`config.mk`:
```
export PLATFORM = sky130hd
export DESIGN_NAME = prf_framer
export DESIGN_NICKNAME = d
export VERILOG_FILES = /design/src/design/prf_pkg.sv /design/src/design/prf_crc8.sv /design/src/design/prf_framer.sv /design/src/design/prf_status_pick.sv
export SDC_FILE = /design/constraint.sdc
export NUM_CORES = 1
export LEC_CHECK = 0
export ABC_CLOCK_PERIOD_IN_PS = 10250
export BUFFER_PORTS_ARGS = -buffer_cell sky130_fd_sc_hd__buf_2
export CAP_MARGIN = 20
export CORE_MARGIN = 2
export CORE_UTILIZATION = 40
export CTS_CLUSTER_DIAMETER = 120
export DETAILED_ROUTE_END_ITERATION = 12
export PLACE_DENSITY = 0.73
export SYNTH_ARGS = -nofsm -noshare
export SYNTH_HDL_FRONTEND = slang
export SYNTH_SLANG_ARGS = --single-unit
```
`constraint.sdc`:
```
create_clock -name hclk -period 10.25 [get_ports hclk]
set_clock_uncertainty 0.2 [all_clocks]
set_input_delay 2.05 -clock hclk [delete_from_list [all_inputs] [get_ports hclk]]
set_output_delay 2.05 -clock hclk [all_outputs]
set_load 0.005 [all_outputs]
```
`src/design/prf_pkg.sv`:
```
// Purpose: shared constants and carriers of the periodic response framer
// Assumes: one 25 MHz clock, AHB-Lite register access
// Notes:   register offsets and control/source field positions live here; status word layout is built in the framer
// Contract
// - periodic collection and diagnostics start only after init-complete is set
// - while enabled, decode broadcast reads and diagnostic command fragments
// - diagnostics off: respond only to one-bit broadcast read, nothing else
// - a broadcast read of value one or zero is equally valid
// - diagnostic fragments are 2 or 4 bits as the width select says
// - diagnostics on: respond exactly to broadcast reads and fragments
// - broadcast read or length other than 2 or 4 clears assembly
// - diagnostic response only after full 32 bits decode to valid command
// - assembled command uses the command-mode error check
// - broadcast reads get no error check at all
// - frame order is id, keep-alive, status, data, CRC; layout sets sizes
// - id field carries the per-source 4-bit identifier when enabled
// - keep-alive is a 2-bit per-source counter from zero, one step per message
// - sensor data is the sample chosen by the source's kind select
// - every response ends with an 8-bit CRC over its contents
// - CRC poly 0x2f MSB first, seed 0000 plus id, eight zeros appended
// - codes 0000-0101 priorities 16-11; no status field means error code data
// - codes 1000-1011 and 1101 always replace data by the error code
// - supply error 1100 silences replies until timer expiry, then error code; with CTL_SUPDIS set the framer sends the sample data instead
package prf_pkg;
	localparam int unsigned NSRC   = 4;
	localparam int unsigned DATA_W = 10;
	localparam int unsigned MSG_W  = 20;
	localparam int unsigned FRM_W  = 28;
	localparam logic [7:0] CRC_POLY = 8'h2f;
	localparam logic [3:0] CRC_SEED_HI = 4'h0;
	localparam logic [DATA_W-1:0] DATA_ERR_CODE = 10'h200;
	// command lengths
	localparam logic [5:0] LEN_BCAST = 6'h01;
	localparam logic [5:0] LEN_FRAG2 = 6'h02;
	localparam logic [5:0] LEN_FRAG4 = 6'h04;
	localparam logic [5:0] DIAG_BITS = 6'h20;
	localparam logic [3:0] READS_FRAG4 = 4'h4;
	localparam logic [3:0] READS_FRAG2 = 4'h8;
	// status codes
	localparam logic [3:0] STS_NORMAL   = 4'h0;
	localparam logic [3:0] STS_UNLOCKED = 4'h1;
	localparam logic [3:0] STS_SELFTEST = 4'h2;
	localparam logic [3:0] STS_OSC      = 4'h3;
	localparam logic [3:0] STS_OFFSET   = 4'h4;
	localparam logic [3:0] STS_TEMP     = 4'h5;
	localparam logic [3:0] STS_USER_NV  = 4'h8;
	localparam logic [3:0] STS_USER_RW  = 4'h9;
	localparam logic [3:0] STS_FACT_NV  = 4'ha;
	localparam logic [3:0] STS_TEST     = 4'hb;
	localparam logic [3:0] STS_SUPPLY   = 4'hc;
	localparam logic [3:0] STS_RESET    = 4'hd;
	// register byte offsets
	localparam logic [7:0] OFF_CTRL = 8'h00;
	localparam logic [7:0] OFF_SRC0 = 8'h10;
	localparam logic [7:0] OFF_STAT = 8'h20;
	// control fields
	localparam int unsigned CTL_INIT   = 0;
	localparam int unsigned CTL_DIAG   = 1;
	localparam int unsigned CTL_FRAG4  = 2;
	localparam int unsigned CTL_SUPDIS = 3;
	localparam int unsigned CTL_SEL    = 4;
	// per-source fields and layout bits
	localparam int unsigned SRC_ID   = 0;
	localparam int unsigned SRC_LAY  = 4;
	localparam int unsigned SRC_KIND = 8;
	localparam int unsigned LAY_ID   = 2;
	localparam int unsigned LAY_KAC  = 1;
	localparam int unsigned LAY_STS  = 0;
	localparam logic [2:0] LAY_RST = 3'h7;

	typedef struct packed {
		logic [5:0]  len;
		logic [31:0] bits;
	} prf_cmd_t;

	typedef struct packed {
		logic reset_occurred_flag;
		logic supply;
		logic test_active_flag;
		logic factory_nv;
		logic user_rw;
		logic user_nv;
		logic temp;
		logic offset;
		logic osc;
		logic selftest;
		logic unlocked;
	} prf_cond_t;

	typedef struct packed {
		logic [4:0]       len;
		logic [FRM_W-1:0] bits;
	} prf_resp_t;

	typedef logic [NSRC-1:0][DATA_W-1:0] prf_samples_t;
endpackage

```
`src/design/prf_crc8.sv`:
```
// Purpose: serial-equivalent 8-bit CRC over a right-aligned message
// Assumes: message length never exceeds MSG_W
// Notes:   unrolled shift register, one bit per loop step
module prf_crc8 (
	input  logic [3:0]            sid,
	input  logic [prf_pkg::MSG_W-1:0] msg,
	input  logic [4:0]            msg_n,
	output logic [7:0]            crc
);
	import prf_pkg::*;

	// seed, message msb first, then eight zeros
	always_comb begin
		logic [7:0] c;
		logic       fb;
		c = {CRC_SEED_HI, sid};
		fb = 1'b0;
		for (int k = MSG_W - 1; k >= 0; k--) begin
			if (k < int'(msg_n)) begin
				fb = c[7];
				c = {c[6:0], msg[k]} ^ (fb ? CRC_POLY : 8'h00);
			end
		end
		for (int z = 0; z < 8; z++) begin
			fb = c[7];
			c = {c[6:0], 1'b0} ^ (fb ? CRC_POLY : 8'h00);
		end
		crc = c;
	end
endmodule

```
`src/design/prf_framer.sv`:
```
// Purpose: periodic response framer with diagnostic command assembly
// Assumes: decoded commands arrive as one-cycle strobes, two cycles apart
// Notes:   registers over AHB-Lite, zero wait states, always OKAY
//
// Decided for this implementation: the address map and the AHB-Lite interface to the registers.
module prf_framer (
	input  logic                  hclk,
	input  logic                  hresetn,
	input  logic                  hsel,
	input  logic [7:0]            haddr,
	input  logic [1:0]            htrans,
	input  logic                  hwrite,
	input  logic [2:0]            hsize,
	input  logic [31:0]           hwdata,
	input  logic                  hready,
	output logic [31:0]           hrdata,
	output logic                  hreadyout,
	output logic                  hresp,
	input  logic                  cmd_valid,
	input  prf_pkg::prf_cmd_t     cmd,
	input  prf_pkg::prf_cond_t    device_condition_flags,
	input  logic                  supply_timer_running,
	input  prf_pkg::prf_samples_t samples,
	input  logic                  diag_cmd_ok,
	output logic                  resp_valid,
	output prf_pkg::prf_resp_t    resp,
	output logic [31:0]           diag_word,
	output logic                  diag_start,
	output logic                  diag_read_slot,
	output logic                  diag_abort
);
	import prf_pkg::*;

	typedef enum logic [2:0] {
		S_OFF = 3'b001,
		S_RUN = 3'b010,
		S_BDM = 3'b100
	} prf_state_t;

	prf_state_t       state_r;
	logic [31:0]      ctrl_r;
	logic [NSRC-1:0][31:0] src_r;
	logic [7:0]       addr_r;
	logic             wr_r;
	logic [31:0]      hrdata_r;
	logic [5:0]       asm_cnt_r;
	logic [31:0]      asm_r;
	logic             chk_r;
	logic [3:0]       reads_r;
	logic [NSRC-1:0][1:0] kac_r;
	logic             resp_valid_r;
	prf_resp_t        resp_r;
	logic             start_r;
	logic             slot_r;
	logic             abort_r;
	logic [3:0]       code;
	logic [1:0]       sel;
	logic [31:0]      src_cur;
	logic [2:0]       lay;
	logic [3:0]       sid;
	logic [1:0]       kac_cur;
	logic             active;
	logic             frag4;
	logic             is_bcast;
	logic             is_frag;
	logic             is_clr;
	logic             suppress;
	logic             send;
	logic             use_err;
	logic [DATA_W-1:0] data_f;
	logic [MSG_W-1:0] msg_w;
	logic [4:0]       msg_n;
	logic [7:0]       crc;
	logic [3:0]       reads_need;
	logic [7:0]       src_lo;

	assign sel      = ctrl_r[CTL_SEL +: 2];
	assign src_cur  = src_r[sel];
	assign lay      = src_cur[SRC_LAY +: 3];
	assign sid      = src_cur[SRC_ID +: 4];
	assign kac_cur  = kac_r[sel];
	assign frag4    = ctrl_r[CTL_FRAG4];
	assign active   = (state_r != S_OFF);
	// broadcast read: any single bit, no check of its value
	assign is_bcast = (cmd.len == LEN_BCAST);
	assign is_frag  = ctrl_r[CTL_DIAG] &&
		(cmd.len == (frag4 ? LEN_FRAG4 : LEN_FRAG2));
	assign is_clr   = is_bcast ||
		((cmd.len != LEN_FRAG2) && (cmd.len != LEN_FRAG4));
	assign reads_need = frag4 ? READS_FRAG4 : READS_FRAG2;
	// offset of a read into the per-source window
	assign src_lo   = haddr - OFF_SRC0;
	// supply fault holds replies back while its timer runs
	assign suppress = (code == STS_SUPPLY) && supply_timer_running;
	assign send     = cmd_valid && active && (is_bcast || is_frag) &&
		!suppress;

	prf_status_pick u_pick (
		.cond (device_condition_flags),
		.code (code)
	);

	// error code replaces data by class of status and layout
	always_comb begin
		use_err = 1'b0;
		if (code == STS_SUPPLY)
			use_err = !ctrl_r[CTL_SUPDIS];
		else if (code[3])
			use_err = 1'b1;
		else if (code != STS_NORMAL)
			use_err = !lay[LAY_STS];
		data_f = use_err ? DATA_ERR_CODE :
			samples[src_cur[SRC_KIND +: 2]];
	end

	// message assembly in transmit order, right aligned
	always_comb begin
		msg_w = '0;
		msg_n = '0;
		if (lay[LAY_ID]) begin
			msg_w = {msg_w[MSG_W-5:0], sid};
			msg_n = msg_n + 5'd4;
		end
		if (lay[LAY_KAC]) begin
			msg_w = {msg_w[MSG_W-3:0], kac_cur};
			msg_n = msg_n + 5'd2;
		end
		if (lay[LAY_STS]) begin
			msg_w = {msg_w[MSG_W-5:0], code};
			msg_n = msg_n + 5'd4;
		end
		msg_w = {msg_w[MSG_W-DATA_W-1:0], data_f};
		msg_n = msg_n + 5'(DATA_W);
	end

	prf_crc8 u_crc (
		.sid   (sid),
		.msg   (msg_w),
		.msg_n (msg_n),
		.crc   (crc)
	);

	// response frame register and strobe
	always_ff @(posedge hclk or negedge hresetn) begin
		if (!hresetn) begin
			resp_valid_r <= 1'b0;
			resp_r       <= '0;
		end else begin
			resp_valid_r <= send;
			if (send) begin
				resp_r.len  <= msg_n + 5'd8;
				resp_r.bits <= {msg_w, crc};
			end
		end
	end

	// per-source keep-alive counters
	always_ff @(posedge hclk or negedge hresetn) begin
		if (!hresetn) begin
			kac_r <= '0;
		end else if (send) begin
			kac_r[sel] <= kac_cur + 2'h1;
		end
	end

	// mode state: off until init, then collecting or serving reads
	always_ff @(posedge hclk or negedge hresetn) begin
		if (!hresetn) begin
			state_r <= S_OFF;
			reads_r <= '0;
			start_r <= 1'b0;
			slot_r  <= 1'b0;
			abort_r <= 1'b0;
		end else begin
			start_r <= 1'b0;
			slot_r  <= 1'b0;
			abort_r <= 1'b0;
			unique case (state_r)
				S_OFF: begin
					if (ctrl_r[CTL_INIT])
						state_r <= S_RUN;
				end
				S_RUN: begin
					if (chk_r && diag_cmd_ok) begin
						start_r <= 1'b1;
						reads_r <= '0;
						state_r <= S_BDM;
					end
				end
				S_BDM: begin
					if (cmd_valid && is_bcast) begin
						slot_r  <= 1'b1;
						reads_r <= reads_r + 4'h1;
						if (reads_r + 4'h1 == reads_need)
							state_r <= S_RUN;
					end else if (cmd_valid) begin
						abort_r <= 1'b1;
						state_r <= S_RUN;
					end
				end
			endcase
		end
	end

	// diagnostic fragment assembly
	always_ff @(posedge hclk or negedge hresetn) begin
		if (!hresetn) begin
			asm_r     <= '0;
			asm_cnt_r <= '0;
			chk_r     <= 1'b0;
		end else begin
			chk_r <= 1'b0;
			if (cmd_valid && active && is_clr) begin
				asm_cnt_r <= '0;
			end else if (cmd_valid && active && is_frag) begin
				asm_r <= frag4 ? {asm_r[27:0], cmd.bits[3:0]} :
					{asm_r[29:0], cmd.bits[1:0]};
				if (asm_cnt_r + cmd.len == DIAG_BITS) begin
					asm_cnt_r <= '0;
					chk_r     <= 1'b1;
				end else begin
					asm_cnt_r <= asm_cnt_r + cmd.len;
				end
			end
		end
	end

	// ahb address phase capture and read data
	always_ff @(posedge hclk or negedge hresetn) begin
		if (!hresetn) begin
			addr_r   <= '0;
			wr_r     <= 1'b0;
			hrdata_r <= '0;
		end else begin
			wr_r <= hsel && htrans[1] && hready && hwrite;
			if (hsel && htrans[1] && hready) begin
				addr_r <= haddr;
				if (!hwrite) begin
					if (haddr == OFF_CTRL)
						hrdata_r <= ctrl_r;
					else if (haddr == OFF_STAT)
						hrdata_r <= {11'h000, state_r, asm_cnt_r,
							kac_r, code};
					else if (haddr >= OFF_SRC0 && haddr < OFF_STAT &&
						src_lo[1:0] == 2'h0)
						hrdata_r <= src_r[src_lo[3:2]];
					else
						hrdata_r <= '0;
				end
			end
		end
	end

	// register writes in the data phase; init bit only sets
	always_ff @(posedge hclk or negedge hresetn) begin
		if (!hresetn) begin
			ctrl_r <= '0;
			for (int i = 0; i < NSRC; i++)
				src_r[i] <= {22'h000000, 2'h0, 1'b0, LAY_RST, 4'(i)};
		end else if (wr_r) begin
			if (addr_r == OFF_CTRL)
				ctrl_r <= {26'h0000000, hwdata[5:1],
					hwdata[CTL_INIT] | ctrl_r[CTL_INIT]};
			for (int i = 0; i < NSRC; i++)
				if (addr_r == OFF_SRC0 + 8'(4 * i))
					src_r[i] <= {22'h000000, hwdata[9:8], 1'b0,
						hwdata[6:0]};
		end
	end

	assign hrdata         = hrdata_r;
	assign hreadyout      = 1'b1;
	assign hresp          = 1'b0;
	assign resp_valid     = resp_valid_r;
	assign resp           = resp_r;
	assign diag_word      = asm_r;
	assign diag_start     = start_r;
	assign diag_read_slot = slot_r;
	assign diag_abort     = abort_r;
endmodule

```
`src/design/prf_status_pick.sv`:
```
// Purpose: pick the status code of highest urgency
// Assumes: condition flags are levels
// Notes:   purely combinational
module prf_status_pick (
	input  prf_pkg::prf_cond_t cond,
	output logic [3:0]         code
);
	import prf_pkg::*;

	// smallest priority number wins, reserved codes never appear
	always_comb begin
		if (cond.reset_occurred_flag)   code = STS_RESET;
		else if (cond.supply)           code = STS_SUPPLY;
		else if (cond.test_active_flag) code = STS_TEST;
		else if (cond.factory_nv)       code = STS_FACT_NV;
		else if (cond.user_rw)          code = STS_USER_RW;
		else if (cond.user_nv)          code = STS_USER_NV;
		else if (cond.temp)             code = STS_TEMP;
		else if (cond.offset)           code = STS_OFFSET;
		else if (cond.osc)              code = STS_OSC;
		else if (cond.selftest)         code = STS_SELFTEST;
		else if (cond.unlocked)         code = STS_UNLOCKED;
		else                            code = STS_NORMAL;
	end
endmodule

```
# Yosys cells after proc, flatten, opt, wreduce, memory -nomap -nowiden
# Cells that the tools add are included.
# classes
order_cmp,26
mux,107
bitwise,30
shifts,0
multipliers,0
n_addsub,8
n_eq_ne,21
n_reduce_logical,36
div_mod_pow,0
# op_table
op,count
$xor A8 B8 Y8,27
$mux W6,31
$mux W32,5
$mux W8,19
$bmux W32 S2,2
$mux W4,14
$lt A4 B5 Y1 const A,8
$mux W10,4
$eq A8 B5 Y1 const B,4
$mux W3,7
$bmux W10 S2,1
$lt A3 B5 Y1 const A,4
$lt A5 B5 Y1 const A,4
$logic_and A1 B1 Y1,16
$logic_not A8 Y1,2
$mux W5,3
$mux W1,14
$reduce_and A2 Y1,7
$add A5 B4 Y5 const B,2
$lt A1 B5 Y1 const A,2
$lt A2 B5 Y1 const A,2
$lt A2 B3 Y1 const B,3
$pmux W3 S3,1
$bwmux W8,1
other kinds (36),45
# word_totals
n_memories,0
mem_bits_rw,0
latch_bits,0
word_cells,251
regBits,174
mem_bits_ro,0

# Longest topological paths before layout
# Gate-level depths: netlist of run 1.
# logic_depth
depth_word,85
depth_mapped,30
ltp_nobuf,24

# Cells and area by module
# A second synthesis of run 1 with hierarchy kept.
# unflattened
hier_cells,1160
area_unflattened_um2,11410.9
# by_module_without_submodules
mod,n_inst,area_per_inst_um2,cells_each,seq_area_each_um2
prf_framer,1,7998.9,676,4075.2
prf_crc8,1,3315.7,466,0.0
prf_status_pick,1,96.3,18,0.0

# Worst setup path after synthesis of run 1
# Ideal clock, no wire load.
# synth_timing
kind,flip-flop to flip-flop
startpoint,register ctrl_r[4]
endpoint,"register resp_r, in the netlist resp[5]"
path_stages_with_launch,30
required_ps,9920
path_slack_ps,2930
arrival_ps,6990
cell_sequence,dfrtp_1 -> buf_6 -> mux4_2 -> buf_2 -> buf_1 -> fa_1 -> inv_1 -> clkbuf_1 -> ha_1 -> inv_1 -> o21ai_0 -> clkbuf_1 -> nand3_1 -> a31o_2 -> o21ai_1 -> xnor2_1 -> mux2_2 -> and3_1 -> or3_1 -> a21oi_2 -> nor2_1 -> xnor2_1 -> xnor3_1 -> o32ai_1 -> o21bai_2 -> xor2_2 -> xnor3_1 -> xor2_1 -> xor2_1 -> o21ai_1
# synth_via
elab_chain_len,64
# synth_lines
item,line,rtl
from (decl),prf_framer.sv:41,logic [31:0] ctrl_r;
from (signal assigned),prf_framer.sv:262,"ctrl_r <= {26'h0000000, hwdata[5:1],"
$bmux W32 S2,prf_framer.sv:78,assign src_cur = src_r[sel];
$mux W10 (implied by the code),prf_framer.sv:78,
$mux W3,prf_framer.sv:120,if (lay[LAY_ID]) begin
$add A5 B2 Y5,prf_framer.sv:126,msg_n = msg_n + 5'd2;
$mux W5,prf_framer.sv:124,if (lay[LAY_KAC]) begin
$add A5 B3 Y5,prf_framer.sv:130,msg_n = msg_n + 5'd4;
$mux W5,prf_framer.sv:128,if (lay[LAY_STS]) begin
$add A5 B4 Y5,prf_framer.sv:133,msg_n = msg_n + 5'(DATA_W);
(+43 left out),n/a,
$mux W6 or $xor A8 B8 Y8 (tied branches),prf_crc8.sv:21,"c = {c[6:0], msg[k]} ^ (fb ? CRC_POLY : 8'h00);"
$xor A8 B8 Y8 or $mux W8 (tied branches),"prf_crc8.sv:21, prf_crc8.sv:19",
$mux W8 *,prf_crc8.sv:19,if (k < int'(msg_n)) begin
$xor A8 B8 Y8 * (2 in a row),prf_crc8.sv:26,"c = {c[6:0], 1'b0} ^ (fb ? CRC_POLY : 8'h00);"
$mux W6 or $xor A8 B8 Y8 (tied branches),prf_crc8.sv:26,
$xor A8 B8 Y8 * (3 in a row),prf_crc8.sv:26,
$mux W6 or $xor A8 B8 Y8 (tied branches),prf_crc8.sv:26,
$xor A8 B8 Y8 * (3 in a row),prf_crc8.sv:26,
to (decl),prf_framer.sv:52,prf_resp_t resp_r;
# Mark *: on every way between the ends. The rest lies on a longest branch, timed or not. The select of a mux whose other input is x is not followed.
# A chain may end at the register's enable or synchronous reset.

# Worst setup path in the final report of run 1
# layout_timing
startpoint,register ctrl_r[5]
endpoint,"register resp_r, in the netlist resp[5]"
# The elaborated chain is that of the path after synthesis.

==> results of run 1 <==
sequential cells by signal, indices dropped and copies added (netlist names):
register / flops
src_r: 36
diag_word: 32
resp: 32
hrdata: 21
addr_r: 8
kac_r: 8
asm_cnt_r: 6
ctrl_r: 6
reads_r: 4
state_r: 3
chk_r: 1
diag_abort: 1
diag_read_slot: 1
diag_start: 1
resp_valid: 1
wr_r: 1
per-stage QoR:
step                setup slack, ns  instance area, µm²
CTS                            1.36               12700
detailed placement             1.42               12100
global route                   1.17               12700
floorplan                      2.93               11000
finish                         1.62               12700
global placement               1.44               12100
layout make-up:
| cell class | instances | area share, % |
|---|---|---|
| diodes | 3 | 0.0589 |
| clock buffers | 18 | 3.37 |
| clock inverters | 14 | 1.30 |
| inverters | 21 | 0.618 |
| multi-input cells | 881 | 51.0 |
| flip-flops and latches | 162 | 32.0 |
| well taps | 341 | 3.35 |
| repair buffers | 193 | 8.30 |
critical path, delay by kind of cell (launching register included):
family,cells,cell delay [ns]
AO/OA/AOI/OAI,8,2.36
XOR/XNOR,7,1.95
AND/OR/NAND/NOR,5,1.28
adder cells (fa/ha/maj),2,1.06
flip-flops,1,0.98
multiplexers,1,0.65
report_power, final:
group / total (mW) / switching, mW / internal [mW]
sequential: 0.722 / 0.0372 / 0.684
combinational: 4.07 / 2.14 / 1.93
clock: 0.645 / 0.316 / 0.330
total: 5.44 / 2.49 / 2.95
logic make-up (layout without fill, tap and decap cells):
logic type | after synthesis | in the layout | share of synthesized area, %
muxes | 152 | 152 | 18.5
DFF | 162 | 162 | 37.1
and+or+nand+nor | 374 | 374 | 16.6
other | 2 | 17 | 0.0683
buffers and inverters | 101 | 246 | 4.30
adders and majority gates | 15 | 15 | 1.82
xor gates and xnor gates | 72 | 72 | 6.38
AOI/OAI and AO/OA | 254 | 254 | 15.3
worst max path at each step:
| stage | slack (ns) | endpoint | cells past startpoint |
|---|---|---|---|
| after floorplan | 2.93 | resp[5] | 29 |
| after global placement | 1.44 | resp[5] | 23 |
| after detailed placement | 1.42 | resp[5] | 23 |
| after CTS | 1.36 | resp[5] | 23 |
| after global routing | 1.17 | resp[5] | 23 |
| final | 1.62 | resp[5] | 23 |
layout by cell type (no fill, tap or decap), drive strengths merged, types with 17 or more instances in the layout:
cell / Yosys / routed
buf: 34 / 193
dfrtp: 145 / 145
nand2: 131 / 131
nor2: 86 / 86
a21oi: 79 / 79
mux2: 77 / 77
o21ai: 61 / 61
mux2i: 44 / 44
xnor2: 43 / 43
mux4: 31 / 31
inv: 21 / 29
nand3: 27 / 27
xor2: 25 / 25
nor3: 21 / 21
clkbuf: 46 / 18
dfstp: 17 / 17
per-layer routing:
layer  vias to the layer above  wire length, µm  GRT usage, %  part of all wire, %
li1                       4398                -             -                    -
met1                      4613            13300          28.3                   42
met2                       383            15000          36.3                   48
met3                        55             2240          4.07                  7.2
met4                         4              713          7.02                  2.3
met5                         -               21             0                0.067
==> impl_metrics.sql, run 1 <==
INSERT INTO impl_metrics (metric_group, metric, value, unit) VALUES
('setup_path', 'cp_common_cell', 'xor2_1', ''),
('worst_hold_path', 'holdCritPathClass', 'reg2reg', ''),
('yosys', 'synthCells', '1132', ''),
('floorplan', 'horiz_die_dim', '170', 'µm'),
('power', 'pwr_density_cell', '426', 'nW/µm²'),
('yosys', 'ys_types', '94', ''),
('yosys', 'synth_commonest_cells', 'dfrtp_1, nand2_1, nor2_1', ''),
('timing', 'drv_slew', '0', ''),
('floorplan', 'fp.coreArea', '27000', 'µm²'),
('worst_hold_path', 'hold_end', 'resp[10]', ''),
('grt', 'grt_pass1_vias', '8987', ''),
('grt', 'initial_antenna_violation_count', '5', ''),
('setup_path', 'cp-end-kind', 'register', ''),
('run_status', 'outcome', 'completed', ''),
('timing', 'final-setup-viol-count', '0', ''),
('clock_tree', 'clock-root-buffer', 'clkbuf_16', ''),
('placed_design', 'dp_hpwl', '22900', 'µm'),
('clock_tree', 'clk_transition_reported_paths', '0.07', 'ns'),
('setup_path', 'rrSetupSlack', '1.62', 'ns'),
('clock_tree', 'maximum_buffer_depth_of_the_clock_tree', '2', ''),
('setup_path', 'crit-reg2reg-capture', 'resp[5]', ''),
('yosys', 'yosys_warnings', '0', ''),
('drt', 'drcViolationCount', '0', ''),
('floorplan', 'pin_count', '245', ''),
('yosys', 'synthDominantCellAreaShare', '33.0', '%'),
('timing', 'final.period_utilization', '84.2', '%'),
('setup_path', 'crit_slowest_cell', 'dfrtp_1', ''),
('floorplan', 'die_area', '28800', 'µm²'),
('floorplan', 'start_util', '40.8', '%'),
('clock_tree', 'cts_tree', 'built', ''),
('final_layout', 'postLayoutCoreUtil', '47.3', '%'),
('setup_path', 'crit_path_start', 'ctrl_r[5]', ''),
('setup_path', 'req_time_crit_path', '10.33', 'ns'),
('clock_tree', 'cts_repair_resized_insts', '0', ''),
('yosys', 'post_synth_instance_area', '11000', 'µm²'),
('setup_path', 'r2r_start', 'ctrl_r[5]', ''),
('timing', 'maxSlewHeadroom', '28.8', '%'),
('drt', 'routed_wirelength', '31200', 'µm'),
('placed_design', 'globalplace.congestion', '0.930', ''),
('drt', 'route.detailed.vias_per_inst', '5.79', ''),
('yosys', 'postSynth.topFlopCell', 'dfrtp_1', ''),
('clock_tree', 'post-cts-setup-buffers', '0', ''),
('yosys', 'ys_ff_latch', '162', ''),
('yosys', 'yosysTopAreaCell', 'dfrtp_1', ''),
('final_layout', 'final_instance_count_without_filler_cells', '1633', ''),
('yosys', 'synth_area_leaders', 'dfrtp_1, mux2_2, mux4_2', ''),
('drt', 'detail_route.first_pass.iterations', '5', ''),
('grt', 'grt_util_all_layers', '21.6', '%'),
('setup_path', 'critical_path_arrival', '8.72', 'ns'),
('final_layout', 'layout.area.seq', '4080', 'µm²'),
('clock_tree', 'worstSkewPairLatency', '0.44', 'ns'),
('timing', 'timing.final.hold_violations', '0', ''),
('final_layout', 'drive_gt1_share', '29.5', '%'),
('worst_hold_path', 'min_path_cells', '2', ''),
('clock_tree', 'tritoncts_num_sinks', '162', ''),
('timing', 'timing.setup.tns', '0', 'ns'),
('drt', 'detailedRoute.firstIterationViolations', '922', ''),
('floorplan', 'row_count', '60', ''),
('grt', 'grt_max_degree', '90', ''),
('grt', 'global_route.overflow_total', '0', ''),
('setup_path', 'worst_setup_path_start_kind', 'register', ''),
('final_layout', 'fillers', '2521', ''),
('floorplan', 'die_h', '170', 'µm'),
('timing', 'tightest_slew', '1.06', 'ns'),
('timing', 'post-route-min-period', '8.63', 'ns'),
('setup_path', 'r2r_cells', '23', ''),
('setup_path', 'largest_driver_fanout_on_the_critical_path', '26', ''),
('timing', 'holdWs', '0.278', 'ns'),
('worst_hold_path', 'worst_hold_startpoint', 'resp[10]', ''),
('final_layout', 'area_delta_synth_final', '15.9', '%'),
('drt', 'detail_route.wl_per_cell', '19.1', 'µm');
Power figures use the tool's default switching activity.
==> run 2, diff against run 1 <==
--- a/config.mk
+++ b/config.mk
@@ -5,14 +5,15 @@
 export SDC_FILE = /design/constraint.sdc
 export NUM_CORES = 1
 export LEC_CHECK = 0
-export ABC_CLOCK_PERIOD_IN_PS = 10250
+export ABC_AREA = 1
+export ABC_CLOCK_PERIOD_IN_PS = 8900
 export BUFFER_PORTS_ARGS = -buffer_cell sky130_fd_sc_hd__buf_2
 export CAP_MARGIN = 20
 export CORE_MARGIN = 2
 export CORE_UTILIZATION = 40
 export CTS_CLUSTER_DIAMETER = 120
 export DETAILED_ROUTE_END_ITERATION = 12
-export PLACE_DENSITY = 0.73
+export PLACE_DENSITY = 0.72
 export SYNTH_ARGS = -nofsm -noshare
 export SYNTH_HDL_FRONTEND = slang
 export SYNTH_SLANG_ARGS = --single-unit
==> constraint.sdc (replaced) <==
create_clock -name hclk -period 8.9 [get_ports hclk]
set_clock_uncertainty 0.2 [all_clocks]
set_input_delay 1.78 -clock hclk [delete_from_list [all_inputs] [get_ports hclk]]
set_output_delay 1.78 -clock hclk [all_outputs]
set_load 0.005 [all_outputs]
==> impl_metrics.sql, run 2 <==
INSERT INTO impl_metrics (metric_group, metric, value, unit) VALUES
('run_status', 'outcome', 'completed', ''),
('timing', 'post-route-min-period', '7.01', 'ns'),
('placed_design', 'post_dp_cell_area', '13000', 'µm²'),
('final_layout', 'mostFrequentLayoutCell', 'nand2_1', ''),
('clock_tree', 'worstSkewPairLatency', '0.45', 'ns'),
('setup_path', 'crit-reg2reg-capture', 'resp[4]', ''),
('drt', 'drcViolationCount', '0', ''),
('final_layout', 'area_delta_synth_final', '14.7', '%'),
('timing', 'tightest_slew', '1.02', 'ns'),
('drt', 'route.detailed.vias_per_inst', '5.19', ''),
('drt', 'routed_wirelength', '33000', 'µm'),
('timing', 'grt_setup_unrepaired', 'false', ''),
('setup_path', 'crit_slowest_cell', 'dfrtp_1', ''),
('yosys', 'top_count_cell_post_synth', 'nand2_1', ''),
('drt', 'route.vias.total', '11800', ''),
('yosys', 'synthDominantCellAreaShare', '30.6', '%'),
('worst_hold_path', 'worst_hold_startpoint', 'resp[5]', ''),
('grt', 'grt_pass1_wl', '53800', 'µm'),
('final_layout', 'antenna-diode-count', '0', ''),
('placed_design', 'placement.io_buffers', '175', ''),
('yosys', 'ys_types', '54', ''),
('final_layout', 'largest_reg_flops', '36', ''),
('drt', 'detail_route.wl_per_cell', '14.5', 'µm'),
('yosys', 'asyncSetResetFlopFracSynth', '100', '%'),
('placed_design', 'dp_hpwl', '24900', 'µm'),
('setup_path', 'worst_setup_path_start_kind', 'register', ''),
('timing', 'final-setup-viol-count', '0', ''),
('setup_path', 'largest_driver_fanout_on_the_critical_path', '20', ''),
('drt', 'detail_route.first_pass.iterations', '9', ''),
('grt', 'initial_antenna_violation_count', '0', ''),
('clock_tree', 'h-tree-depth', '4', ''),
('setup_path', 'rrSetupSlack', '1.89', 'ns'),
('floorplan', 'start_util', '40.3', '%'),
('clock_tree', 'cts_repair_resized_insts', '0', ''),
('grt', 'global_route.overflow_total', '0', ''),
('setup_path', 'critical_path_buf_inv_count', '3', ''),
('yosys', 'syn_avg_cell_area', '6.84', 'µm²'),
('floorplan', 'row_count', '63', ''),
('drt', 'drtAntennaViolNets', '0', ''),
('clock_tree', 'maximum_buffer_depth_of_the_clock_tree', '2', ''),
('timing', 'timing.setup.tns', '0', 'ns'),
('floorplan', 'pin_count', '245', ''),
('final_layout', 'design_area', '13600', 'µm²'),
('yosys', 'synth_area_leaders', 'dfrtp_1, nand2_1, nand3_1', ''),
('yosys', 'yosys_warnings', '0', ''),
('setup_path', 'critical_path.max_stage_delay', '0.85', 'ns'),
('clock_tree', 'tritoncts_num_sinks', '162', ''),
('setup_path', 'critical_path_arrival', '7.13', 'ns'),
('worst_hold_path', 'hold_end', 'resp[5]', ''),
('worst_hold_path', 'min_path_cells', '2', ''),
('setup_path', 'crit_family', 'simple AND/OR/NAND/NOR gates', ''),
('grt', 'grt_pass1_vias', '10800', ''),
('timing', 'max_freq', '143', 'MHz'),
('clock_tree', 'cts_tree', 'built', ''),
('yosys', 'ys_ff_latch', '162', ''),
('final_layout', 'mostFrequentLayoutCells', 'nand2_1, nand3_1, buf_2, o21ai_0, inv_1', ''),
('floorplan', 'die_h', '176', 'µm'),
('grt', 'grt_util_all_layers', '21.2', '%'),
('final_layout', 'final_nets', '2034', ''),
('yosys', 'synthCells', '1735', ''),
('floorplan', 'horiz_die_dim', '176', 'µm'),
('clock_tree', 'clock-root-buffer', 'clkbuf_16', ''),
('yosys', 'synth_commonest_cells', 'nand2_1, nand3_1, o21ai_0', ''),
('drt', 'detailedRoute.firstIterationViolations', '1017', ''),
('setup_path', 'cp-end-kind', 'register', ''),
('yosys', 'yosysTopAreaCell', 'dfrtp_1', ''),
('grt', 'grt_max_degree', '104', ''),
('setup_path', 'r2r_cells', '42', ''),
('clock_tree', 'clk_transition_reported_paths', '0.07', 'ns'),
('final_layout', 'fillers', '3006', ''),
('final_layout', 'regMostFlops', 'src_r', ''),
('clock_tree', 'numCtsBuffers', '17', ''),
('yosys', 'post_synth_instance_area', '11900', 'µm²'),
('timing', 'drv_slew', '0', ''),
('worst_hold_path', 'holdCritPathClass', 'reg2reg', ''),
('yosys', 'postSynth.topFlopCell', 'dfrtp_1', ''),
('floorplan', 'fp.coreArea', '29400', 'µm²'),
('floorplan', 'die_area', '31000', 'µm²'),
('yosys', 'synth_enable_flop_cells', '0', ''),
('setup_path', 'req_time_crit_path', '9.03', 'ns'),
('final_layout', 'drive_gt1_share', '20.8', '%'),
('timing', 'timing.final.hold_violations', '0', ''),
('clock_tree', 'cts_hold_buffers', '0', ''),
('timing', 'final.period_utilization', '78.7', '%'),
('placed_design', 'globalplace.congestion', '0.918', ''),
('setup_path', 'setup.worst_path.class', 'reg2reg', ''),
('clock_tree', 'post-cts-setup-buffers', '0', ''),
('run', 'drv.max_cap_violation_count', '0', ''),
('setup_path', 'cp_common_cell', 'nand2_1', ''),
('yosys', 'share_of_the_yosys_chip_area_belonging_to_registers', '34.4', '%'),
('timing', 'maxSlewHeadroom', '31.7', '%'),
('setup_path', 'r2r_start', 'ctrl_r[5]', '');
-- run 2: layout make-up --
class,count,area [µm²],area share (%)
Inverter,178,673,4.95
Sequential cell,162,4080,30.0
Clock buffer,17,425,3.13
Multi-Input combinational cell,1332,6760,49.7
Clock inverter,15,198,1.45
Tap cell,390,488,3.59
Timing Repair Buffer,187,985,7.24
-- run 2: cell families after synthesis --
| kind of cell | Yosys count | share of synthesized area [%] |
|---|---|---|
| muxes | 5 | 0.475 |
| buffers and inverters | 253 | 9.22 |
| adders and majority gates | 14 | 1.60 |
| DFF | 162 | 34.4 |
| xor gates and xnor gates | 10 | 0.802 |
| other | 2 | 0.0633 |
| AOI/OAI and AO/OA | 264 | 13.1 |
| and+or+nand+nor | 1025 | 40.4 |
-- run 2: per-stage QoR --
stage	hold slack (ns)	util (%)	setup WS (ns)	std cells
finish	0.279	46.3	1.89	2281
floorplan	0.201	-	3.65	1747
detailed placement	0.262	44.1	1.93	2248
global placement	0.260	44.1	2.05	2248
CTS	0.282	46.2	1.91	2280
global route	0.304	46.3	1.06	2281
-- run 2: how the worst max path moves through the flow --
stage / from / endpoint / slack [ns] / cells past startpoint
after floorplan: device_condition_flags[1] / resp[4] / 3.65 / 38
after global placement: ctrl_r[5] / resp[4] / 2.05 / 37
after detailed placement: ctrl_r[5] / resp[4] / 1.93 / 39
after CTS: ctrl_r[5] / resp[4] / 1.91 / 39
after global routing: ctrl_r[5] / resp[3] / 1.06 / 42
final: ctrl_r[5] / resp[4] / 1.89 / 42
-- run 2: worst min-delay path, cell delays in order (launching register included) --
cell and delay [ns]:
dfrtp_1 0.35, nand2_1 0.05, nand2_1 0.05
-- run 2: layer usage --
layer / up-vias / GRT usage [%] / part of all wire (%) / wire, µm
met3: 41 / 2.84 / 4.5 / 1480
met4: 0 / 7.68 / 2.5 / 833
li1: 5967 / - / - / -
met2: 314 / 35.8 / 48 / 15900
met5: - / 0 / 0 / 0
met1: 5526 / 27.9 / 45 / 14800
Power of run 2 is not shown: default switching activity piles up to over one toggle a cycle in this logic, so the estimate is an artifact.
==> run 3, diff against run 2 <==
--- a/config.mk
+++ b/config.mk
@@ -6,14 +6,14 @@
 export NUM_CORES = 1
 export LEC_CHECK = 0
 export ABC_AREA = 1
-export ABC_CLOCK_PERIOD_IN_PS = 8900
+export ABC_CLOCK_PERIOD_IN_PS = 6130
 export BUFFER_PORTS_ARGS = -buffer_cell sky130_fd_sc_hd__buf_2
 export CAP_MARGIN = 20
 export CORE_MARGIN = 2
 export CORE_UTILIZATION = 40
 export CTS_CLUSTER_DIAMETER = 120
 export DETAILED_ROUTE_END_ITERATION = 12
-export PLACE_DENSITY = 0.72
+export PLACE_DENSITY = 0.75
 export SYNTH_ARGS = -nofsm -noshare
 export SYNTH_HDL_FRONTEND = slang
 export SYNTH_SLANG_ARGS = --single-unit
==> constraint.sdc (replaced) <==
create_clock -name hclk -period 6.13 [get_ports hclk]
set_clock_uncertainty 0.2 [all_clocks]
set_input_delay 1.226 -clock hclk [delete_from_list [all_inputs] [get_ports hclk]]
set_output_delay 1.226 -clock hclk [all_outputs]
set_load 0.005 [all_outputs]
==> impl_metrics.sql, run 3 (synthesis results as in run 2) <==
INSERT INTO impl_metrics (metric_group, metric, value, unit) VALUES
('run_status', 'outcome', 'completed', ''),
('floorplan', 'row_count', '63', ''),
('clock_tree', 'clock-root-buffer', 'clkbuf_16', ''),
('grt', 'grt_pass1_vias', '11200', ''),
('clock_tree', 'numCtsBuffers', '17', ''),
('clock_tree', 'tritoncts_num_sinks', '162', ''),
('clock_tree', 'cts_tree', 'built', ''),
('drt', 'detail_route.wl_per_cell', '14.9', 'µm'),
('clock_tree', 'maximum_buffer_depth_of_the_clock_tree', '2', ''),
('setup_path', 'critical_path.max_stage_delay', '0.60', 'ns'),
('grt', 'global_route.overflow_total', '0', ''),
('setup_path', 'req_time_crit_path', '6.25', 'ns'),
('run', 'drv.max_cap_violation_count', '0', ''),
('drt', 'drtAntennaViolNets', '0', ''),
('placed_design', 'dp_hpwl', '25700', 'µm'),
('grt', 'grt_max_degree', '67', ''),
('floorplan', 'pin_count', '245', ''),
('final_layout', 'layout.area.seq', '4080', 'µm²'),
('timing', 'drv_slew', '0', ''),
('setup_path', 'crit_slowest_cell', 'fa_2', ''),
('floorplan', 'die_area', '31000', 'µm²'),
('final_layout', 'mostFrequentLayoutCells', 'nand2_1, nand3_1, buf_2, o21ai_0, inv_1', ''),
('drt', 'detailedRoute.firstIterationViolations', '1083', ''),
('final_layout', 'final_instance_count_without_filler_cells', '2319', ''),
('setup_path', 'largest_driver_fanout_on_the_critical_path', '8', ''),
('timing', 'final.period_utilization', '93.9', '%'),
('clock_tree', 'cts_hold_buffers', '0', ''),
('clock_tree', 'h-tree-depth', '4', ''),
('timing', 'post-route-min-period', '5.75', 'ns'),
('final_layout', 'multiInputGateArea', '6940', 'µm²'),
('placed_design', 'detailedPlace.worstSlack', '0.157', 'ns'),
('floorplan', 'fp.coreArea', '29400', 'µm²'),
('final_layout', 'area_delta_synth_final', '18.6', '%'),
('grt', 'grt_pass1_wl', '55500', 'µm'),
('timing', 'tightest_slew', '1.03', 'ns'),
('placed_design', 'place.detailed.instances', '2269', ''),
('timing', 'worst_slack', '0.375', 'ns'),
('drt', 'route.detailed.vias_per_inst', '5.22', ''),
('drt', 'route.vias.total', '12100', ''),
('floorplan', 'start_util', '40.3', '%'),
('clock_tree', 'worstSkewPairLatency', '0.44', 'ns'),
('final_layout', 'regMostFlops', 'src_r', ''),
('setup_path', 'setup.worst_path.class', 'reg2reg', ''),
('setup_path', 'cp-end-kind', 'register', ''),
('drt', 'detail_route.first_pass.iterations', '6', ''),
('floorplan', 'horiz_die_dim', '176', 'µm'),
('timing', 'max_freq', '174', 'MHz'),
('timing', 'final-setup-viol-count', '0', ''),
('setup_path', 'cp_common_cell', 'nand2_1', ''),
('timing', 'maxSlewHeadroom', '31.4', '%'),
('grt', 'initial_antenna_violation_count', '0', ''),
('timing', 'timing.final.hold_violations', '0', ''),
('clock_tree', 'clk_transition_reported_paths', '0.08', 'ns'),
('timing', 'grt_setup_unrepaired', 'true', ''),
('floorplan', 'die_h', '176', 'µm'),
('placed_design', 'placement.io_buffers', '175', ''),
('final_layout', 'fillers', '2961', ''),
('placed_design', 'globalplace.congestion', '0.929', ''),
('grt', 'grt_util_all_layers', '21.9', '%'),
('worst_hold_path', 'holdCritPathClass', 'reg2reg', ''),
('final_layout', 'antenna-diode-count', '0', ''),
('final_layout', 'drive_gt1_share', '24.2', '%'),
('final_layout', 'mostFrequentLayoutCell', 'nand2_1', ''),
('final_layout', 'final_nets', '2072', ''),
('setup_path', 'worst_setup_path_start_kind', 'register', ''),
('setup_path', 'critical_path_arrival', '5.88', 'ns'),
('final_layout', 'largest_reg_flops', '36', ''),
('timing', 'holdWs', '0.275', 'ns'),
('drt', 'drcViolationCount', '0', ''),
('drt', 'routed_wirelength', '34500', 'µm');
run 3: area by class of cell:
class,instances,area share (%)
multi-input combinational,1333,49.3
clock inverter,14,1.16
inverter,178,4.87
clock buffer,18,3.12
sequential,162,29.0
timing repair buffer,224,9.06
tap,390,3.47
run 3: critical path, delay by kind of cell (launching register included):
family | cells | cell delay [ns]
flip-flops | 1 | 0.42
AO/OA/AOI/OAI | 1 | 0.16
AND/OR/NAND/NOR | 36 | 3.34
adder cells (fa/ha/maj) | 1 | 0.60
buffers and inverters | 7 | 0.91
run 3: path summary, 6_finish.rpt:
| kind | cells after the start | startpoint | end | slack, ns |
|---|---|---|---|---|
| worst min register to register | 2 | hrdata[2] | hrdata[2] | 0.27 |
| max in group asynchronous | 2 | hresetn | asm_cnt_r[1] | 4.04 |
| min in group asynchronous | 1 | hresetn | diag_word[3] | 0.53 |
| worst min-delay path | 2 | hrdata[2] | hrdata[2] | 0.27 |
| worst max register to register | 45 | ctrl_r[5] | resp[4] | 0.38 |
| worst max-delay path | 45 | ctrl_r[5] | resp[4] | 0.38 |
run 3: routing by layer:
layer,wire length (µm),vias to the layer above,GRT usage (%)
li1,-,6031,-
met1,15600,5694,29.8
met3,1420,50,2.54
met4,784,0,7.02
met5,0,-,0
met2,16700,340,36.4
run 3: stage by stage:
stage | instance area, µm² | utilization, % | setup TNS, ns
after global placement | 13100 | 44.6 | 0
after CTS | 13700 | 46.6 | 0
after detailed placement | 13100 | 44.6 | 0
final | 14100 | 47.8 | 0
after global routing | 14100 | 47.8 | -0.282
after floorplan | 11900 | - | 0
run 3: timing repair:
item                       CTS  global route
setup endpoints to repair    0             8
resized for setup            0            55
setup buffers                0            16
Power of run 3 is left out for the same reason.
